`config.mk`:
```
export PLATFORM = sky130hd
export DESIGN_NAME = drt_refresh_tracker
export DESIGN_NICKNAME = d
export VERILOG_FILES = /design/src/common/drt_pkg.sv /design/src/core/drt_cmd_decode.sv /design/src/core/drt_refresh_tracker.sv
export VERILOG_INCLUDE_DIRS = /design/src /design/src/common
export SDC_FILE = /design/constraint.sdc
export NUM_CORES = 1
export LEC_CHECK = 0
export BUFFER_PORTS_ARGS = -buffer_cell sky130_fd_sc_hd__buf_2
export CORE_MARGIN = 10
export CORE_UTILIZATION = 45
export CTS_CLUSTER_DIAMETER = 100
export CTS_CLUSTER_SIZE = 20
export DETAILED_ROUTE_END_ITERATION = 6
export GPL_TIMING_DRIVEN = 0
export HOLD_SLACK_MARGIN = 0.12
export PLACE_DENSITY = 0.66
export RECOVER_POWER = 100
export SYNTH_ARGS = -nofsm -noshare
export SYNTH_HDL_FRONTEND = slang
export SYNTH_SLANG_ARGS = --single-unit
export TNS_END_PERCENT = 20
```
`constraint.sdc`:
```
create_clock -name core_clk -period 2.4 [get_ports core_clk]
set_input_delay 0.36 -clock core_clk [delete_from_list [all_inputs] [get_ports core_clk]]
set_output_delay 0.36 -clock core_clk [all_outputs]
set_load 0.05 [all_outputs]
```
`src/common/drt_consts.svh`:
```
`ifndef DRT_CONSTS_SVH
`define DRT_CONSTS_SVH

`define DRT_NUM_BANKS 8
`define DRT_BANK_W 3
`define DRT_LAST_BANK 3'h7
`define DRT_ROW_W 16
`define DRT_ROW_RESET 16'h0000
`define DRT_BANK_RESET 3'h0
`define DRT_CA_W 6
`define DRT_REF_OPCODE 5'h08
`define DRT_CA_SCOPE_BIT 5
`define DRT_TMR_W 4
`define DRT_CLK_PERIOD_PS 40000
`define DRT_SB_CYCLE_NS 90
`define DRT_AB_CYCLE_NS 180
`define DRT_SB_CYCLES ((`DRT_SB_CYCLE_NS * 1000 + `DRT_CLK_PERIOD_PS - 1) / `DRT_CLK_PERIOD_PS)
`define DRT_AB_CYCLES ((`DRT_AB_CYCLE_NS * 1000 + `DRT_CLK_PERIOD_PS - 1) / `DRT_CLK_PERIOD_PS)

`endif

```
`src/common/drt_pkg.sv`:
```
package drt_pkg;
   typedef enum logic {DRT_DEC_IDLE, DRT_DEC_SECOND} drt_dec_state_t;
endpackage : drt_pkg

```
`src/core/drt_cmd_decode.sv`:
```
`timescale 1ns/1ps
`include "drt_consts.svh"

module drt_cmd_decode (
   input wire logic core_clk,
   input wire logic sys_rst,
   input wire logic chipSelect,
   input wire logic [`DRT_CA_W-1:0] cmdAddr,
   output logic refPbStrobe,
   output logic refAbStrobe,
   output logic [`DRT_BANK_W-1:0] refBankSel
);
   logic csMeta_q;
   logic csSync_q;
   logic [`DRT_CA_W-1:0] caMeta_q;
   logic [`DRT_CA_W-1:0] caSync_q;
   drt_pkg::drt_dec_state_t state_q, state_d;
   logic scope_q, scope_d;
   logic pb_q, pb_d;
   logic ab_q, ab_d;
   logic [`DRT_BANK_W-1:0] bank_q, bank_d;
   logic firstEdge;

   assign firstEdge = csSync_q && (caSync_q[4:0] == `DRT_REF_OPCODE);

   always_comb begin
      state_d = state_q;
      scope_d = scope_q;
      pb_d = 1'b0;
      ab_d = 1'b0;
      bank_d = bank_q;
      case (state_q)
         drt_pkg::DRT_DEC_IDLE: begin
            if (firstEdge) begin
               state_d = drt_pkg::DRT_DEC_SECOND;
               scope_d = caSync_q[`DRT_CA_SCOPE_BIT];
            end
         end
         drt_pkg::DRT_DEC_SECOND: begin
            state_d = drt_pkg::DRT_DEC_IDLE;
            if (scope_q) begin
               ab_d = 1'b1;
            end else begin
               pb_d = 1'b1;
               bank_d = caSync_q[`DRT_BANK_W-1:0];
            end
         end
         default: state_d = drt_pkg::DRT_DEC_IDLE;
      endcase
   end

   // Pins are asynchronous to core_clk, hence two stages before decoding
   always_ff @(posedge core_clk) begin
      csMeta_q <= chipSelect;
      csSync_q <= csMeta_q;
      caMeta_q <= cmdAddr;
      caSync_q <= caMeta_q;
      if (sys_rst) begin
         state_q <= drt_pkg::DRT_DEC_IDLE;
         scope_q <= 1'b0;
         pb_q <= 1'b0;
         ab_q <= 1'b0;
         bank_q <= `DRT_BANK_RESET;
      end else begin
         state_q <= state_d;
         scope_q <= scope_d;
         pb_q <= pb_d;
         ab_q <= ab_d;
         bank_q <= bank_d;
      end
   end

   assign refPbStrobe = pb_q;
   assign refAbStrobe = ab_q;
   assign refBankSel = bank_q;
endmodule : drt_cmd_decode

```
`src/core/drt_refresh_tracker.sv`:
```
`timescale 1ns/1ps
`include "drt_consts.svh"

module drt_refresh_tracker (
   input wire logic core_clk,
   input wire logic sys_rst,
   input wire logic chipSelect,
   input wire logic [`DRT_CA_W-1:0] cmdAddr,
   input wire logic selfRefreshExit,
   input wire logic actStrobe,
   input wire logic [`DRT_BANK_W-1:0] actBank,
   input wire logic preStrobe,
   input wire logic [`DRT_BANK_W-1:0] preBank,
   input wire logic preAll,
   output logic refStart,
   output logic refAllBanks,
   output logic [`DRT_BANK_W-1:0] refBank,
   output logic [`DRT_ROW_W-1:0] refRow,
   output logic [`DRT_BANK_W-1:0] bankCount,
   output logic [`DRT_ROW_W-1:0] rowCount,
   output logic [`DRT_NUM_BANKS-1:0] bankBusy,
   output logic [`DRT_NUM_BANKS-1:0] bankOpen
);
   localparam int SbInt = `DRT_SB_CYCLES;
   localparam int AbInt = `DRT_AB_CYCLES;
   localparam logic [`DRT_TMR_W-1:0] SbLoad = SbInt[`DRT_TMR_W-1:0];
   localparam logic [`DRT_TMR_W-1:0] AbLoad = AbInt[`DRT_TMR_W-1:0];
   localparam logic [`DRT_TMR_W-1:0] TmrOne = 4'h1;
   localparam logic [`DRT_TMR_W-1:0] TmrZero = 4'h0;

   logic pbStr;
   logic abStr;
   logic [`DRT_BANK_W-1:0] decBank;

   logic [`DRT_BANK_W-1:0] bankCnt_q, bankCnt_d;
   logic [`DRT_ROW_W-1:0] rowCnt_q, rowCnt_d;
   logic start_q, start_d;
   logic all_q, all_d;
   logic [`DRT_BANK_W-1:0] bank_q, bank_d;
   logic [`DRT_ROW_W-1:0] row_q, row_d;
   logic [`DRT_NUM_BANKS-1:0] busy_q, busy_d;
   logic [`DRT_NUM_BANKS-1:0] open_q, open_d;
   // High until the first single-bank refresh after a sync event
   logic fresh_q, fresh_d;

   drt_cmd_decode u_decode (
      .core_clk(core_clk),
      .sys_rst(sys_rst),
      .chipSelect(chipSelect),
      .cmdAddr(cmdAddr),
      .refPbStrobe(pbStr),
      .refAbStrobe(abStr),
      .refBankSel(decBank)
   );

   // Counters and the per-command report
   always_comb begin
      bankCnt_d = bankCnt_q;
      rowCnt_d = rowCnt_q;
      start_d = 1'b0;
      all_d = all_q;
      bank_d = bank_q;
      row_d = row_q;
      fresh_d = fresh_q;
      if (abStr) begin
         start_d = 1'b1;
         all_d = 1'b1;
         row_d = rowCnt_q;
         rowCnt_d = rowCnt_q + 16'h0001;
         bankCnt_d = `DRT_BANK_RESET;
         fresh_d = 1'b1;
      end else if (pbStr) begin
         start_d = 1'b1;
         all_d = 1'b0;
         bank_d = decBank;
         row_d = rowCnt_q;
         bankCnt_d = bankCnt_q + 3'h1;
         fresh_d = 1'b0;
         if (bankCnt_q == `DRT_LAST_BANK) begin
            rowCnt_d = rowCnt_q + 16'h0001;
         end
      end
      // Exit from self refresh restarts the set; the row keeps its place
      if (selfRefreshExit) begin
         bankCnt_d = `DRT_BANK_RESET;
         fresh_d = 1'b1;
      end
   end

   always_ff @(posedge core_clk) begin
      if (sys_rst) begin
         bankCnt_q <= `DRT_BANK_RESET;
         rowCnt_q <= `DRT_ROW_RESET;
         start_q <= 1'b0;
         all_q <= 1'b0;
         bank_q <= `DRT_BANK_RESET;
         row_q <= `DRT_ROW_RESET;
         fresh_q <= 1'b1;
      end else begin
         bankCnt_q <= bankCnt_d;
         rowCnt_q <= rowCnt_d;
         start_q <= start_d;
         all_q <= all_d;
         bank_q <= bank_d;
         row_q <= row_d;
         fresh_q <= fresh_d;
      end
   end

   // Per-bank refresh timer and open-row state
   for (genvar i = 0; i < `DRT_NUM_BANKS; i++) begin : g_bank
      localparam logic [`DRT_BANK_W-1:0] BankId = (`DRT_BANK_W)'(i);
      logic [`DRT_TMR_W-1:0] tmr_q, tmr_d;

      always_comb begin
         tmr_d = tmr_q;
         open_d[i] = open_q[i];
         if (tmr_q != TmrZero) begin
            tmr_d = tmr_q - TmrOne;
         end
         if (abStr) begin
            tmr_d = AbLoad;
         end else if (pbStr && decBank == BankId) begin
            tmr_d = SbLoad;
         end
         busy_d[i] = (tmr_d != TmrZero);
         if (preStrobe && (preAll || preBank == BankId)) begin
            open_d[i] = 1'b0;
         end
         // An activate aimed at a bank under refresh is dropped
         if (actStrobe && actBank == BankId && !busy_q[i]) begin
            open_d[i] = 1'b1;
         end
         if (tmr_q == TmrOne) begin
            open_d[i] = 1'b0;
         end
      end

      always_ff @(posedge core_clk) begin
         if (sys_rst) begin
            tmr_q <= TmrZero;
            busy_q[i] <= 1'b0;
            open_q[i] <= 1'b0;
         end else begin
            tmr_q <= tmr_d;
            busy_q[i] <= busy_d[i];
            open_q[i] <= open_d[i];
         end
      end

   end

   assign refStart = start_q;
   assign refAllBanks = all_q;
   assign refBank = bank_q;
   assign refRow = row_q;
   assign bankCount = bankCnt_q;
   assign rowCount = rowCnt_q;
   assign bankBusy = busy_q;
   assign bankOpen = open_q;
endmodule : drt_refresh_tracker

```
==> summary.md <==
| Metric | Value |
|---|---|
| Pleak | `2.00 nW` |
| Total core area | `0.0103 mm^2` |
| Vias per inst | `5.31` |
| Simple-gate area share of the yosys netlist | `24.7%` |
| CTS buffer count | `9` |
| Layout cell share with drive strength beyond 1 | `6.78%` |
| Top Usage Layer GRT | `met2` |
| Worst Max-Slew Pin Slew | `748 ps` |
| Synth Area in Compound Gates | `13.9%` |
| CTS H-tree lvls | `3` |
| Post-Route WL | `11.9 mm` |
| # fillers | `1033` |
| Drt wl/cell | `15.1 um` |
| Initial antenna violation count | `1` |
| Nets | `682` |
| DRT Pass-1 Iters | `5` |
| Worst Setup SP | `bankCount[0]$_SDFFE_PP0P_` |
| Via count | `4166` |
| Die ar. | `0.0151 mm^2` |
| Clock sinks | `109` |
| Post-synthesis mux area share | `2.54%` |
| Seq/Total Area, Yosys | `45.7%` |
| Synth cell count leaders | `109 x dfxtp_1, 59 x nand2_1, 58 x a21oi_1` |
| # rows | `37` |
| Synth Register Bits | `109` |
| P per Cell Area | `1020 mW/mm^2` |
| Syn Std Cell Area | `0.00477 mm^2` |
| Post-synth EDFFs | `0` |
| RR Startpoint | `bankCount[0]$_SDFFE_PP0P_` |
| Grt met3 use | `5.65%` |
| DP Wirelength | `8.87 mm` |
| GRT overflow | `0` |
| Crit start category | `flop` |
| Post-CTS Setup Bufs | `0` |
| Max IR drop VDD | `0.460 mV` |
| Worst EP required | `2700 ps` |
| Die width | `123 um` |
| CP arrival | `2300 ps` |
| GRT Overall Usage | `15.8%` |
| Clock-pin slew on the worst setup and hold paths | `100 ps` |
| Setup violations, final | `0` |
| Fin crit share | `83.2%` |
| Post-layout min period | `2000 ps` |
| Yosys top cell area share | `45.7%` |
| Clock root buffer master | `clkbuf_8` |
| MaxCap Viol Count | `0` |
| I/O pins | `75` |
| Number of global-route vias before repair | `4016` |
| Met1 Usage GRT | `19.1%` |
| Met2 Usage GRT | `26.5%` |
| Post-Synth Adder-Cell Area | `4.98%` |
| Diodes inserted | `0` |
| Synth top area cells | `dfxtp_1 46%, a21oi_1 6.1%, ha_1 5.0%` |
| Clk_lat worst skew | `370 ps` |
| Max-slew violation count | `0` |
| Library cells used by synthesis | `44` |
| Post-synth top area cell | `dfxtp_1` |
| Worst slew margin | `49.4%` |
| Syn Area/Cell | `8.63 um^2` |
| Number of remaining DRC errors | `0` |
| Post-DRT Antenna Nets | `0` |
| Sum Neg Setup Slack | `0 ps` |
| Ys flop type | `dfxtp_1` |
| Mapped Nets | `591` |
| Clock Skew | `7.07 ps` |
| CP Class | `flop to flop` |
| Cells after synthesis | `553` |
| Maximum root-to-sink buffer count | `2` |
| Count leader, synth | `dfxtp_1` |
| CTS tree | `done` |
| Largest net degree at the start of global routing | `19` |
| CP max FO | `5` |
| Final GP Congestion | `0.859` |
| Crit. End Element | `flop` |
| Max Clk Rate | `501 MHz` |
| Asr flop ratio synth | `0%` |
| Worst Hold Class | `primary input to flop` |
| Status | `complete, no violations` |
| HP Start | `selfRefreshExit` |
| Initial Utilization | `46.2%` |
| Final hold violation count | `0` |
| Synth warn | `0` |
| Xor and xnor area share after synthesis | `4.04%` |
| Starting DRT DRC Count | `237` |
| First-pass GRT wire length | `19.6 mm` |
| Main combinational cell family by area after synthesis | `simple AND/OR/NAND/NOR gates` |
| Port bufs | `73` |
| Area grow syn2layout | `15.1%` |
| Unrepaired setup endpoints after global routing | `false` |
| Min Hold Slack | `196 ps` |
| Die height | `123 um` |
[cell usage in the layout, fill, tap and decap left out, types with 3 or more instances in the layout]
cell type and instances:
clkbuf_1 77, nor4_1 6, ha_1 19, a31oi_1 5, dlygate4sd3_1 7, nand4_1 6, and3b_1 3, xor2_1 5
nor3_1 29, inv_1 27, a211oi_1 9, nor2_1 51, a221o_1 3, nor3b_1 6, clkbuf_8 10, nand3_1 7
o21ai_0 31, or3b_2 7, dfxtp_1 109, xnor2_1 17, a21oi_1 58, or3_1 8, and3_1 5, a41oi_1 3
buf_2 16, nor4b_1 3, nor2b_1 5, nand2b_1 12, nand2_1 59, nand3b_1 8, mux2i_1 11, and4b_1 4
[per-layer routing]
layer	up-vias	wire, um
met5	-	16
met2	118	5490
met1	1927	5340
met3	13	915
met4	2	127
li1	2106	-
[final timing paths]
kind	cells past startpoint	endpoint	slack, ps
worst min register to register	0	u_decode.caSync_q[2]$_DFF_P_	340
worst min-delay path	2	bankCount[0]$_SDFFE_PP0P_	200
worst max register to register	6	rowCount[15]$_SDFFE_PP0P_	400
worst max-delay path	6	rowCount[15]$_SDFFE_PP0P_	400
[repair_timing]
action	4_1_cts	5_1_grt
resized for setup	0	0
endpoints found under the hold margin	7	0
hold buffers	7	0
[cell type report]
| type | count | area, um^2 | area share [%] |
|---|---|---|---|
| inverter | 27 | 101 | 1.85 |
| clock buffer | 10 | 128 | 2.32 |
| sequential | 109 | 2180 | 39.7 |
| tap | 136 | 170 | 3.10 |
| multi-input combinational | 396 | 2390 | 43.5 |
| buffer | 21 | 88.8 | 1.62 |
| clock inverter | 6 | 70.1 | 1.28 |
| timing repair buffer | 80 | 364 | 6.63 |
[per-stage QoR]
| step | power (mW) | cell area (um^2) | instances | setup WS (ps) | utilization, % |
|---|---|---|---|---|---|
| 2_1_floorplan | 4.06 | 4770 | 553 | 207 | - |
| 3_3_place_gp | 4.43 | 5310 | 762 | 443 | 51.4 |
| 3_5_place_dp | 4.52 | 5310 | 762 | 420 | 51.4 |
| 4_1_cts | 5.66 | 5580 | 785 | 403 | 54.0 |
| 5_1_grt | 6.03 | 5490 | 785 | 173 | 53.2 |
| 6_report | 5.61 | 5490 | 785 | 403 | 53.2 |
[power breakdown]
group          internal, mW  total (mW)  leakage, nW  switching, mW
logic                 0.869        2.07         1.01           1.20
registers              2.11        2.40        0.893          0.300
clock network         0.493        1.13       0.0948          0.640
[kinds of logic after synthesis]
| kind of cell | Yosys count |
|---|---|
| AND/OR/NAND/NOR | 226 |
| AO/OA/AOI/OAI | 117 |
| flip-flops | 109 |
| buffers and inverters | 48 |
| XOR/XNOR | 22 |
| adder cells (fa/ha/maj) | 19 |
| multiplexers | 12 |
[critical path, cell delays in order (launching register included)]
cell and delay, ps:
dfxtp_1 380, ha_1 170, ha_1 160, a21oi_1 90
or4_1 620, or3_1 370, a21oi_1 140
[state kept, by name, indices dropped and copies added (netlist names), 3 cells and up]
| signal | flops |
|---|---|
| bankOpen | 8 |
| refRow | 16 |
| bankBusy | 8 |
| u_decode.refBankSel | 3 |
| u_decode.caSync_q | 6 |
| rowCount | 16 |
| bankCount | 3 |
| g_bank.tmr_q | 32 |
| refBank | 3 |
| u_decode.caMeta_q | 6 |
(Power assumes the default switching activity.)
